$ cat config.mk
export PLATFORM = sky130hd
export DESIGN_NAME = timer_pwm_capture
export DESIGN_NICKNAME = d
export VERILOG_FILES = /design/src/timer_pwm_pkg.sv /design/src/dead_band_delay.sv /design/src/timer_pwm_capture.sv
export SDC_FILE = /design/constraint.sdc
export NUM_CORES = 1
export LEC_CHECK = 0
export ABC_AREA = 0
export ABC_CLOCK_PERIOD_IN_PS = 3500
export BUFFER_PORTS_ARGS = -buffer_cell sky130_fd_sc_hd__buf_4
export CORE_ASPECT_RATIO = 1.1
export CORE_MARGIN = 3
export CORE_UTILIZATION = 45
export CTS_CLUSTER_DIAMETER = 40
export DETAILED_ROUTE_END_ITERATION = 8
export MAX_ROUTING_LAYER = met4
export SLEW_MARGIN = 0
export SYNTH_ARGS = -nofsm -noshare
export SYNTH_HDL_FRONTEND = slang
export SYNTH_SLANG_ARGS = --single-unit
$ cat constraint.sdc
create_clock -name clk -period 3.5 [get_ports clk]
set_input_delay 0.35 -clock clk [delete_from_list [all_inputs] [get_ports clk]]
set_output_delay 0.35 -clock clk [all_outputs]
set_load 0.02 [all_outputs]
$ cat src/timer_pwm_pkg.sv
package timer_pwm_pkg;
    // Byte addresses of the word-wide registers
    localparam logic [7:0] ADDR_CTL0 = 8'h00;
    localparam logic [7:0] ADDR_CTL1 = 8'h04;
    localparam logic [7:0] ADDR_COUNT = 8'h08;
    localparam logic [7:0] ADDR_MATCH = 8'h0C;
    localparam logic [7:0] ADDR_RELOAD = 8'h10;
    localparam logic [7:0] ADDR_PWMCTL = 8'h14;
    // First control register fields
    localparam int CTL0_MODE_HI = 0;
    localparam int CTL0_IRQSRC = 1;
    localparam int CTL0_CAPFLAG = 3;
    // Second control register fields
    localparam int CTL1_MODE = 0;
    localparam int CTL1_PRESC = 3;
    localparam int CTL1_POL = 6;
    localparam int CTL1_EN = 7;
    // Operating modes, high bit then low field
    localparam logic [3:0] MODE_PWM_SINGLE = 4'h3;
    localparam logic [3:0] MODE_CAPTURE = 4'h4;
    localparam logic [3:0] MODE_PWM_DUAL = 4'h8;
    // Interrupt source selection codes
    localparam logic [1:0] IRQSRC_BOTH = 2'h0;
    localparam logic [1:0] IRQSRC_CAP_ONLY = 2'h1;
    localparam logic [1:0] IRQSRC_RELOAD_ONLY = 2'h2;
    // Count values and reset values
    localparam logic [15:0] COUNT_RESTART = 16'h0001;
    localparam logic [15:0] COUNT_RST = 16'h0001;
    localparam logic [15:0] MATCH_RST = 16'h0000;
    localparam logic [15:0] RELOAD_RST = 16'hFFFF;
    localparam int DEAD_MAX = 128;
    localparam int COUNT_BITS = 16;
endpackage

$ cat src/dead_band_delay.sv
`timescale 1ns/100ps
module dead_band_delay #(
    parameter int DEAD_W = 8
) (
    input wire logic clk,
    input wire logic rst_b,
    input wire logic lvlIn,
    input wire logic [DEAD_W-1:0] delay,
    output logic lvlOut
);
    // Cycles spent waiting with the input already high
    logic [DEAD_W-1:0] wait_reg;
    logic out_reg;

    // Low goes through at once, high only after the wait
    always_ff @(posedge clk or negedge rst_b) begin
        if (!rst_b) begin
            out_reg <= 1'b0;
            wait_reg <= '0;
        end else if (!lvlIn) begin
            // Falling edge never delayed
            out_reg <= 1'b0;
            wait_reg <= '0;
        end else if (!out_reg) begin
            // Rising edge held back by the programmed wait
            if (wait_reg >= delay) begin
                out_reg <= 1'b1;
            end else begin
                wait_reg <= wait_reg + 1'b1;
            end
        end
    end

    assign lvlOut = out_reg;
endmodule

$ cat src/timer_pwm_capture.sv
`timescale 1ns/100ps
module timer_pwm_capture #(
    parameter int COUNT_W = timer_pwm_pkg::COUNT_BITS,
    parameter int DEAD_MAX = timer_pwm_pkg::DEAD_MAX
) (
    input wire logic clk,
    input wire logic rst_b,
    input wire logic wbCyc,
    input wire logic wbStb,
    input wire logic wbWe,
    input wire logic [7:0] wbAdr,
    input wire logic [3:0] wbSel,
    input wire logic [31:0] wbDatI,
    output logic [31:0] wbDatO,
    output logic wbAck,
    input wire logic timerIn,
    output logic pwmOut,
    output logic compOut,
    output logic compOe,
    output logic timerIrq
);
    localparam int DEAD_W = $clog2(DEAD_MAX + 1);
    localparam logic [COUNT_W-1:0] RESTART = COUNT_W'(timer_pwm_pkg::COUNT_RESTART);
    localparam logic [DEAD_W-1:0] DEAD_LIMIT = DEAD_W'(DEAD_MAX);

    // Refuse widths the register words cannot carry
    if (COUNT_W < 2 || COUNT_W > 31) begin : g_bad_count
        $error("COUNT_W must be 2 to 31");
    end
    if (DEAD_MAX < 1 || DEAD_MAX > 255) begin : g_bad_dead
        $error("DEAD_MAX must be 1 to 255");
    end

    // Control fields
    logic modeHi_reg; // High mode bit
    logic [1:0] irqSrc_reg; // Interrupt source choice
    logic capFlag_reg; // Last capture-mode event was a capture, not a reload
    logic [2:0] modeLo_reg; // Low mode field
    logic [2:0] presc_reg; // Divide by two to this power
    logic pol_reg; // Output level and capture edge
    logic en_reg; // Timer running
    // Counting state
    logic [COUNT_W-1:0] count_reg;
    logic [COUNT_W-1:0] match_reg; // PWM match or captured count
    logic [COUNT_W-1:0] reload_reg;
    logic [DEAD_W-1:0] dead_reg;
    logic [6:0] presCnt_reg; // Prescaler divider
    logic pwmRaw_reg; // Undelayed primary level
    logic inPrev_reg; // Input one cycle ago
    logic irq_reg;
    logic compOe_reg;
    // Bus side
    logic ack_reg;
    logic [31:0] datO_reg;

    // Byte-lane merge of a write into an old word
    function automatic logic [31:0] mergeWord(input logic [31:0] old, input logic [31:0] d,
                                              input logic [3:0] sel);
        logic [31:0] res;
        res = old;
        for (int b = 0; b < 4; b++) begin
            if (sel[b]) begin
                res[8*b +: 8] = d[8*b +: 8];
            end
        end
        return res;
    endfunction

    // Current register words
    logic [31:0] ctl0Word;
    logic [31:0] ctl1Word;
    logic [31:0] countWord;
    logic [31:0] matchWord;
    logic [31:0] reloadWord;
    logic [31:0] deadWord;
    assign ctl0Word = {28'h0, capFlag_reg, irqSrc_reg, modeHi_reg};
    assign ctl1Word = {24'h0, en_reg, pol_reg, presc_reg, modeLo_reg};
    assign countWord = {{(32-COUNT_W){1'b0}}, count_reg};
    assign matchWord = {{(32-COUNT_W){1'b0}}, match_reg};
    assign reloadWord = {{(32-COUNT_W){1'b0}}, reload_reg};
    assign deadWord = {{(32-DEAD_W){1'b0}}, dead_reg};

    // Bus decode; a write lands on the edge at which the master sees ack
    logic access;
    logic wrEn;
    assign access = wbCyc & wbStb;
    assign wrEn = access & wbWe & ack_reg;

    logic wrCtl0;
    logic wrCtl1;
    logic wrCount;
    logic wrMatch;
    logic wrReload;
    logic wrDead;
    assign wrCtl0 = wrEn && wbAdr == timer_pwm_pkg::ADDR_CTL0;
    assign wrCtl1 = wrEn && wbAdr == timer_pwm_pkg::ADDR_CTL1;
    assign wrCount = wrEn && wbAdr == timer_pwm_pkg::ADDR_COUNT;
    assign wrMatch = wrEn && wbAdr == timer_pwm_pkg::ADDR_MATCH;
    assign wrReload = wrEn && wbAdr == timer_pwm_pkg::ADDR_RELOAD;
    assign wrDead = wrEn && wbAdr == timer_pwm_pkg::ADDR_PWMCTL;

    // Merged write words
    logic [31:0] newCtl0;
    logic [31:0] newCtl1;
    logic [31:0] newCount;
    logic [31:0] newMatch;
    logic [31:0] newReload;
    logic [31:0] newDead;
    assign newCtl0 = mergeWord(ctl0Word, wbDatI, wbSel);
    assign newCtl1 = mergeWord(ctl1Word, wbDatI, wbSel);
    assign newCount = mergeWord(countWord, wbDatI, wbSel);
    assign newMatch = mergeWord(matchWord, wbDatI, wbSel);
    assign newReload = mergeWord(reloadWord, wbDatI, wbSel);
    assign newDead = mergeWord(deadWord, wbDatI, wbSel);

    // Read mux, unmapped addresses read zero
    logic [31:0] rdWord;
    always_comb begin
        unique case (wbAdr)
            timer_pwm_pkg::ADDR_CTL0: rdWord = ctl0Word;
            timer_pwm_pkg::ADDR_CTL1: rdWord = ctl1Word;
            timer_pwm_pkg::ADDR_COUNT: rdWord = countWord;
            timer_pwm_pkg::ADDR_MATCH: rdWord = matchWord;
            timer_pwm_pkg::ADDR_RELOAD: rdWord = reloadWord;
            timer_pwm_pkg::ADDR_PWMCTL: rdWord = deadWord;
            default: rdWord = 32'h0;
        endcase
    end

    // Ack one cycle after the request, dropped the next
    always_ff @(posedge clk or negedge rst_b) begin
        if (!rst_b) begin
            ack_reg <= 1'b0;
            datO_reg <= 32'h0;
        end else begin
            ack_reg <= access & ~ack_reg;
            if (access && !ack_reg) begin
                datO_reg <= rdWord;
            end
        end
    end
    assign wbAck = ack_reg;
    assign wbDatO = datO_reg;

    // Mode decode
    logic [3:0] mode;
    logic isPwm;
    logic isCap;
    logic isDual;
    assign mode = {modeHi_reg, modeLo_reg};
    assign isDual = mode == timer_pwm_pkg::MODE_PWM_DUAL;
    assign isPwm = en_reg && (isDual || mode == timer_pwm_pkg::MODE_PWM_SINGLE);
    assign isCap = en_reg && mode == timer_pwm_pkg::MODE_CAPTURE;

    // Prescaled count enable, divide by 1 to 128
    logic [6:0] presMask;
    logic tick;
    assign presMask = 7'((8'h01 << presc_reg) - 8'h01);
    assign tick = (isPwm || isCap) && (presCnt_reg & presMask) == presMask;

    // Events of this cycle
    logic atReload;
    logic inEdge;
    logic capEdge;
    assign atReload = tick && count_reg == reload_reg;
    // Polarity one captures rising, zero falling
    assign inEdge = pol_reg ? (timerIn & ~inPrev_reg) : (~timerIn & inPrev_reg);
    assign capEdge = isCap && inEdge;

    // Control registers; the flag is hardware-owned
    always_ff @(posedge clk or negedge rst_b) begin
        if (!rst_b) begin
            modeHi_reg <= 1'b0;
            irqSrc_reg <= timer_pwm_pkg::IRQSRC_BOTH;
            modeLo_reg <= 3'h0;
            presc_reg <= 3'h0;
            pol_reg <= 1'b0;
            en_reg <= 1'b0;
        end else begin
            if (wrCtl0) begin
                modeHi_reg <= newCtl0[timer_pwm_pkg::CTL0_MODE_HI];
                irqSrc_reg <= newCtl0[timer_pwm_pkg::CTL0_IRQSRC +: 2];
            end
            if (wrCtl1) begin
                modeLo_reg <= newCtl1[timer_pwm_pkg::CTL1_MODE +: 3];
                presc_reg <= newCtl1[timer_pwm_pkg::CTL1_PRESC +: 3];
                pol_reg <= newCtl1[timer_pwm_pkg::CTL1_POL];
                en_reg <= newCtl1[timer_pwm_pkg::CTL1_EN];
            end
        end
    end

    // Capture cause: set beats clear when both arrive
    always_ff @(posedge clk or negedge rst_b) begin
        if (!rst_b) begin
            capFlag_reg <= 1'b0;
        end else if (capEdge) begin
            capFlag_reg <= 1'b1;
        end else if (isCap && atReload) begin
            capFlag_reg <= 1'b0;
        end
    end

    // Period and dead band; oversize dead band clamps
    always_ff @(posedge clk or negedge rst_b) begin
        if (!rst_b) begin
            reload_reg <= COUNT_W'(timer_pwm_pkg::RELOAD_RST);
            dead_reg <= '0;
        end else begin
            if (wrReload) begin
                reload_reg <= newReload[COUNT_W-1:0];
            end
            if (wrDead) begin
                if (newDead[DEAD_W-1:0] > DEAD_LIMIT || newDead[31:DEAD_W] != '0) begin
                    dead_reg <= DEAD_LIMIT;
                end else begin
                    dead_reg <= newDead[DEAD_W-1:0];
                end
            end
        end
    end

    // Match: hardware capture wins over a software write
    always_ff @(posedge clk or negedge rst_b) begin
        if (!rst_b) begin
            match_reg <= COUNT_W'(timer_pwm_pkg::MATCH_RST);
        end else if (capEdge) begin
            match_reg <= count_reg;
        end else if (wrMatch) begin
            match_reg <= newMatch[COUNT_W-1:0];
        end
    end

    // Divider runs only while counting is possible
    always_ff @(posedge clk or negedge rst_b) begin
        if (!rst_b) begin
            presCnt_reg <= 7'h0;
        end else if (!(isPwm || isCap)) begin
            presCnt_reg <= 7'h0;
        end else begin
            presCnt_reg <= presCnt_reg + 7'h1;
        end
    end

    // Counter; a software write sets the first period only
    always_ff @(posedge clk or negedge rst_b) begin
        if (!rst_b) begin
            count_reg <= COUNT_W'(timer_pwm_pkg::COUNT_RST);
        end else if (wrCount) begin
            count_reg <= newCount[COUNT_W-1:0];
        end else if (tick) begin
            if (isPwm && atReload) begin
                count_reg <= RESTART;
            end else begin
                // Capture mode runs on through reload and wraps
                count_reg <= count_reg + 1'b1;
            end
        end
    end

    // Primary level: idle at polarity, flips on the tick that leaves the match count
    // Flipping there keeps the active time at reload minus match
    always_ff @(posedge clk or negedge rst_b) begin
        if (!rst_b) begin
            pwmRaw_reg <= 1'b0;
        end else if (!isPwm) begin
            pwmRaw_reg <= pol_reg;
        end else if (atReload) begin
            pwmRaw_reg <= pol_reg;
        end else if (tick && count_reg == match_reg) begin
            pwmRaw_reg <= ~pol_reg;
        end
    end

    // Input history for edge detection
    always_ff @(posedge clk or negedge rst_b) begin
        if (!rst_b) begin
            inPrev_reg <= 1'b1; // Pin idles at its pull-up, so no false edge after reset
        end else begin
            inPrev_reg <= timerIn;
        end
    end

    // Interrupt pulse, source field filters capture mode
    logic capIrq;
    logic relIrq;
    assign capIrq = capEdge && irqSrc_reg != timer_pwm_pkg::IRQSRC_RELOAD_ONLY;
    assign relIrq = atReload && (isPwm || irqSrc_reg != timer_pwm_pkg::IRQSRC_CAP_ONLY);
    always_ff @(posedge clk or negedge rst_b) begin
        if (!rst_b) begin
            irq_reg <= 1'b0;
        end else begin
            irq_reg <= capIrq | relIrq;
        end
    end
    assign timerIrq = irq_reg;

    // Shared pin becomes the complement output in dual mode
    always_ff @(posedge clk or negedge rst_b) begin
        if (!rst_b) begin
            compOe_reg <= 1'b0;
        end else begin
            compOe_reg <= isDual;
        end
    end
    assign compOe = compOe_reg;

    // Each output has its own delay stage, both fed the same setting so their timing matches
    logic [1:0] lvlRaw;
    logic [1:0] lvlDly;
    logic [DEAD_W-1:0] deadUse;
    assign lvlRaw[0] = pwmRaw_reg;
    assign lvlRaw[1] = isDual & isPwm & ~pwmRaw_reg;
    assign deadUse = isDual ? dead_reg : '0;
    for (genvar ch = 0; ch < 2; ch++) begin : g_dead
        dead_band_delay #(
            .DEAD_W(DEAD_W)
        ) u_dead (
            .clk(clk),
            .rst_b(rst_b),
            .lvlIn(lvlRaw[ch]),
            .delay(deadUse),
            .lvlOut(lvlDly[ch])
        );
    end
    assign pwmOut = lvlDly[0];
    assign compOut = lvlDly[1];
endmodule

==> results.toml, run 1 <==
[outcome]
status = "finished clean"

[power_and_ir_drop]
ir_worst_vdd_uv = 323
p_int_mw = 2.37
seqPwrFrac = 0.425
power_density_nw_per_um2 = 388
leakage_nw = 3.77
finalPower_mw = 3.12
switching_share = 0.240
pwr-share-clk = 0.525
p_sw_mw = 0.749
comb_power_share = 0.050

[job]
max_cap_violations = 0

[timing]
worst_pin_slew_ns = 0.882
drv_slew = 0
setup_viol = 0
period_share = 0.853
rsz0062_at_grt = "false"
final_hold_viol_count = 0
finalClockSkew_ns = 0.0113
finalWorstPathRequiredPeriod_ns = 2.99
relSlewSlack = 0.408
clock.fmax_mhz = 335
layout_setup_ws_ns = 0.514
tns_ns = 0

[drt]
drt_iter0_drc = 471
vias = 5725
drc_errors = 0
wl_per_cell_um = 20.0
postRouteAntennaNets = 0
vias_per_cell = 5.89
wl_mm = 19.4
dr.pass1.iters = 7

[synth]
synth_largest_area_cell = "dfrtp_1"
netlist_top_cells_count = "96 x dfrtp_1, 74 x nand2_1, 46 x nor2_1"
synth_area_per_cell_sq_um = 9.74
synth_area_leaders = "dfrtp_1 35%, dfstp_2 6.9%, xor2_1 5.1%"
ys_warn_count = 0
ys_seq_area_frac = 0.422
ys_types = 67
async_flop_share = 1.00
synth.top_cell.area_share = 0.352
netlist_instances = 700
netlist_area_sq_um = 6820
yosysMostFrequentCell = "dfrtp_1"
synth_edf_count = 0
ys_seq_elements = 114
ys.flop_type = "dfrtp_1"

[setup_path]
required_ns = 3.84
slowest_delay_ns = 0.59
critPathCaptureType = "flip-flop"
setup.worst_path.start_class = "flip-flop"
cp_common_cell = "a21o_1"
slowest_stage = "or4_1"
path_class = "flip-flop to flip-flop"
rr_startpoint = "modeLo_reg[1]$_DFFE_PN0P_"
arrival_ns = 3.32
r2r_end = "g_dead[0].u_dead.wait_reg[7]$_DFFE_PN0P_"
rrSetupSlack_ns = 0.51
worstPathCellList = "nor2_1, and3_1, and2_1, ha_1, nand2b_1, a21o_1, a21o_1, a21oi_1, o21ai_1, or4_1, a21boi_0"
ff2ff_path_depth = 11
critPathMaxFanout = 16

[clock_network]
ctsHoldBuffers = 0
cts_inserted_buffers = 17
root_buffer = "clkbuf_16"
cts_setup_buffers = 0
insertion_delay_ns = 0.42
clk_transition_reported_paths_ns = 0.06
cts.sinks = 114
cts_tree = "yes"
post_cts_resized = 0
cts_buffer_depth = 2
ctsHtreeMaxLevel = 4

[final_layout]
antenna_cells = 0
fillers = 1332
drive_gt1_frac = 0.237
area_delta_synth_final_pct = 18.1
nets = 837

[global_route]
overflow = 0
grt_max_degree = 59
grt_pass1_wl_mm = 30.7
antenna_found_initial = 0
track_usage = 0.250
first_global_vias = 5672

[worst_hold_path]
hold_class = "primary input to async pin"

[floorplanning]
rows = 46
dieArea_sq_um = 16700
die_w_um = 123
coreArea_sq_um = 14600
fp.dieH_um = 135
initial_core_util = 0.466
io_pins = 87

[placement]
portBuffers = 70
routabilityCongestion = 0.912
pre_cts_ws_ns = 0.503
dp_hpwl_mm = 14.3
[cell families (layout without fill, tap and decap cells)]
logic type | count (synthesis) | count (layout) | share of synthesized area
flops | 114 | 114 | 0.422
buf+inv | 72 | 137 | 0.0527
simple gates | 238 | 238 | 0.189
xor+xnor | 47 | 47 | 0.0604
compound gates | 164 | 164 | 0.164
fa+ha+maj | 20 | 20 | 0.0367
other cells | 1 | 16 | 0.000550
mux | 44 | 44 | 0.0749
[power by group through the flow]
stage                     logic [mW]  clock network [mW]  registers [mW]
after floorplan               0.0664                   0            1.35
after global placement         0.155                   0            1.35
after detailed placement       0.158                   0            1.35
after CTS                      0.158                1.67            1.33
after global routing           0.172                1.74            1.33
final                          0.157                1.64            1.33
[metrics by stage]
step,utilization,hold slack [ns],std cells,instance area [sq um]
floorplan,-,0.0544,715,6870
global placement,0.513,0.466,940,7490
detailed placement,0.513,0.467,940,7490
CTS,0.551,0.0406,972,8050
global route,0.551,0.0408,972,8050
finish,0.551,0.00962,972,8050
[layout by cell type (no fill, tap or decap), types with 5 or more instances in the layout]
| master | instances |
|---|---|
| o311ai_0 | 5 |
| dfrtp_1 | 96 |
| xnor2_1 | 7 |
| buf_4 | 88 |
| a21boi_0 | 6 |
| a22oi_1 | 10 |
| o31ai_1 | 5 |
| dfstp_2 | 18 |
| o21ai_0 | 34 |
| or3_1 | 9 |
| ha_1 | 20 |
| and3_1 | 8 |
| a21o_1 | 10 |
| nor3_1 | 11 |
| a222oi_1 | 11 |
| a22o_1 | 9 |
| mux2_2 | 26 |
| mux2i_1 | 15 |
| nand4_1 | 12 |
| nand2b_1 | 9 |
| a21oi_1 | 40 |
| nor2_1 | 46 |
| xor2_1 | 40 |
| nand2_1 | 74 |
| nand3_1 | 15 |
| and2_1 | 7 |
| clkbuf_16 | 17 |
| or4_1 | 6 |
| conb_1 | 16 |
| inv_1 | 16 |
| nor4_1 | 14 |
[how the worst max path moves through the flow]
stage / from / endpoint / slack (ns)
final: modeLo_reg[1]$_DFFE_PN0P_ / g_dead[0].u_dead.wait_reg[7]$_DFFE_PN0P_ / 0.51
after detailed placement: modeLo_reg[1]$_DFFE_PN0P_ / g_dead[0].u_dead.wait_reg[6]$_DFFE_PN0P_ / 0.50
after CTS: modeLo_reg[1]$_DFFE_PN0P_ / g_dead[0].u_dead.wait_reg[6]$_DFFE_PN0P_ / 0.51
after floorplan: modeLo_reg[1]$_DFFE_PN0P_ / g_dead[1].u_dead.wait_reg[7]$_DFFE_PN0P_ / 0.59
after global routing: modeLo_reg[1]$_DFFE_PN0P_ / g_dead[0].u_dead.wait_reg[7]$_DFFE_PN0P_ / 0.16
after global placement: modeLo_reg[1]$_DFFE_PN0P_ / g_dead[0].u_dead.wait_reg[7]$_DFFE_PN0P_ / 0.62
[critical path, delay by kind of cell (launching register included)]
family / cells / cell delay [ns]
AND/OR/NAND/NOR: 5 / 1.29
adder cells (fa/ha/maj): 1 / 0.23
flip-flops: 1 / 0.43
AO/OA/AOI/OAI: 5 / 0.98
[area by class of cell]
type,count,area [sq um],area share
flip-flops and latches,114,2880,0.357
clock buffers,20,447,0.0555
repair buffers,89,681,0.0845
inverters,16,60.1,0.00746
multi-input cells,529,3640,0.452
well taps,192,240,0.0298
clock inverters,12,110,0.0137
[routing by layer]
metal / vias to the layer above / track usage / wire (um) / part of all wire
met4: 0 / 0.0880 / 484 / 0.025
met5: - / - / 0 / 0
met2: 191 / 0.432 / 10200 / 0.53
met3: 31 / 0.0432 / 909 / 0.047
met1: 2831 / 0.293 / 7770 / 0.40
li1: 2672 / - / - / -
Power figures use the tool's default switching activity.
==> run 2, diff against run 1 <==
--- a/config.mk
+++ b/config.mk
@@ -9,7 +9,7 @@
 export ABC_CLOCK_PERIOD_IN_PS = 3500
 export BUFFER_PORTS_ARGS = -buffer_cell sky130_fd_sc_hd__buf_4
 export CORE_ASPECT_RATIO = 1.1
-export CORE_MARGIN = 3
+export CORE_MARGIN = 1
 export CORE_UTILIZATION = 45
 export CTS_CLUSTER_DIAMETER = 40
 export DETAILED_ROUTE_END_ITERATION = 8
==> run 2 against run 1 <==
Against the previous run:
- routed wire length fell by 2.2%
- sequential share of layout area down 0.34 points
- die area fell by 6.1%
- clock skew decreased by 0.0044 ns
- critical endpoint is now g_dead[1].u_dead.wait_reg[7]$_DFFE_PN0P_
- clock-buffer cell count did not move
- critical path type unchanged
==> results.toml, run 2 (same netlist as run 1, synthesis figures left out) <==
[outcome]
status = "finished clean"

[drt]
vias = 5651
vias_per_cell = 5.81
wl_mm = 19.0
wl_per_cell_um = 19.5
drt_iter0_drc = 376
dr.pass1.iters = 6
postRouteAntennaNets = 0
drc_errors = 0

[setup_path]
r2r_end = "g_dead[1].u_dead.wait_reg[7]$_DFFE_PN0P_"
ff2ff_path_depth = 11
arrival_ns = 3.29
path_class = "flip-flop to flip-flop"
critPathCaptureType = "flip-flop"
required_ns = 3.84
rrSetupSlack_ns = 0.55
slowest_stage = "or4_1"
slowest_delay_ns = 0.54
worstPathCellList = "nor2_1, and3_1, and2_1, ha_1, nand2b_1, a21o_1, a21o_1, a21oi_1, nor2_1, or4_1, a21oi_1"
critPathMaxFanout = 8
setup.worst_path.start_class = "flip-flop"
rr_startpoint = "modeLo_reg[1]$_DFFE_PN0P_"

[timing]
clock.fmax_mhz = 339
layout_setup_ws_ns = 0.553
finalWorstPathRequiredPeriod_ns = 2.95
period_share = 0.842
whs_ns = 0.0611
finalClockSkew_ns = 0.00691
worst_pin_slew_ns = 0.913
drv_slew = 0
setup_viol = 0
relSlewSlack = 0.391
final_hold_viol_count = 0
rsz0062_at_grt = "false"
tns_ns = 0

[worst_hold_path]
min_from = "timerIn"
hold_class = "primary input to flip-flop"
min_to = "inPrev_reg$_DFF_PN1_"
holdPathStages = 1

[global_route]
first_global_vias = 5601
grt_max_degree = 70
grt_pass1_wl_mm = 30.1
antenna_found_initial = 0
track_usage = 0.265
overflow = 0

[floorplanning]
dieArea_sq_um = 15600
io_pins = 87
fp.dieH_um = 131
rows = 46
initial_core_util = 0.466
coreArea_sq_um = 14600
die_w_um = 119

[final_layout]
layout_commonest_cell = "dfrtp_1"
fin_cells = 973
antenna_cells = 0
final_cell_mix = "96 x dfrtp_1, 90 x buf_4, 74 x nand2_1"
nets = 838
drive_gt1_frac = 0.239
area_delta_synth_final_pct = 19.2
fin_util = 0.556

[clock_network]
cts_tree = "yes"
cts_inserted_buffers = 17
cts.sinks = 114
root_buffer = "clkbuf_16"
cts_buffer_depth = 2
cts_setup_buffers = 0
ctsHtreeMaxLevel = 4
ctsHoldBuffers = 0
post_cts_resized = 0
insertion_delay_ns = 0.42
clk_transition_reported_paths_ns = 0.06

[placement]
dp_cells = 941
dp_hpwl_mm = 14.3
routabilityCongestion = 0.912
pre_cts_ws_ns = 0.573
portBuffers = 70

[job]
max_cap_violations = 0

[power_and_ir_drop]
power_density_nw_per_um2 = 412
ir_worst_vdd_uv = 329
leakage_nw = 3.81
## run 2: changes by cell type in the layout (fill, tap and decap cells not counted)
cell	previous run	this run
buf_4	88	90
bufinv_16	1	4
inv_6	2	0
clkinv_4	2	3
buf_12	1	0
clkbuf_8	1	2
clkbuf_1	2	1
clkinv_2	3	1
## run 2: worst max path at each step
| stage | depth (start not counted) | end | from | slack (ns) |
|---|---|---|---|---|
| 2_1_floorplan | 12 | g_dead[1].u_dead.wait_reg[7]$_DFFE_PN0P_ | modeLo_reg[1]$_DFFE_PN0P_ | 0.59 |
| 3_3_place_gp | 11 | g_dead[1].u_dead.wait_reg[5]$_DFFE_PN0P_ | modeLo_reg[1]$_DFFE_PN0P_ | 0.68 |
| 3_5_place_dp | 11 | g_dead[1].u_dead.wait_reg[5]$_DFFE_PN0P_ | modeLo_reg[1]$_DFFE_PN0P_ | 0.57 |
| 4_1_cts | 11 | g_dead[1].u_dead.wait_reg[7]$_DFFE_PN0P_ | modeLo_reg[1]$_DFFE_PN0P_ | 0.57 |
| 5_1_grt | 11 | g_dead[1].u_dead.wait_reg[7]$_DFFE_PN0P_ | modeLo_reg[1]$_DFFE_PN0P_ | 0.35 |
| 6_report | 11 | g_dead[1].u_dead.wait_reg[7]$_DFFE_PN0P_ | modeLo_reg[1]$_DFFE_PN0P_ | 0.55 |
## run 2: per-stage QoR
| stage | cell area [sq um] | power, mW |
|---|---|---|
| 5_1_grt | 8130 | 3.45 |
| 6_report | 8130 | 3.35 |
| 2_1_floorplan | 6870 | 1.42 |
| 3_5_place_dp | 7490 | 1.51 |
| 4_1_cts | 8130 | 3.38 |
| 3_3_place_gp | 7490 | 1.50 |
## run 2: metal layers
metal | up-vias | share of wire | track usage | wire length, um
li1 | 2675 | - | - | -
met4 | 0 | 0.036 | 0.121 | 681
met1 | 2749 | 0.40 | 0.297 | 7670
met5 | - | 0 | - | 0
met3 | 47 | 0.046 | 0.0536 | 880
met2 | 180 | 0.51 | 0.461 | 9740
## run 2: report_power, final
group / total [mW] / internal, mW / leakage (nW) / switching (mW)
Clock: 1.86 / 1.23 / 0.298 / 0.634
Combinational: 0.155 / 0.0544 / 2.01 / 0.101
Sequential: 1.33 / 1.32 / 1.50 / 0.00335
Total: 3.35 / 2.61 / 3.81 / 0.738
## run 2: area by class of cell
| type | count | area, sq um |
|---|---|---|
| multi-input combinational | 529 | 3640 |
| tap | 192 | 240 |
| sequential | 114 | 2880 |
| inverter | 16 | 60.1 |
| clock buffer | 20 | 457 |
| timing repair buffer | 90 | 676 |
| clock inverter | 12 | 181 |
| fill | 1318 | 6490 |
## run 2: worst max-delay path, delay by kind of cell, from the launching register on
family | cells | cell delay (ns)
AND/OR/NAND/NOR | 6 | 1.46
adder cells (fa/ha/maj) | 1 | 0.23
AO/OA/AOI/OAI | 4 | 0.75
flip-flops | 1 | 0.43
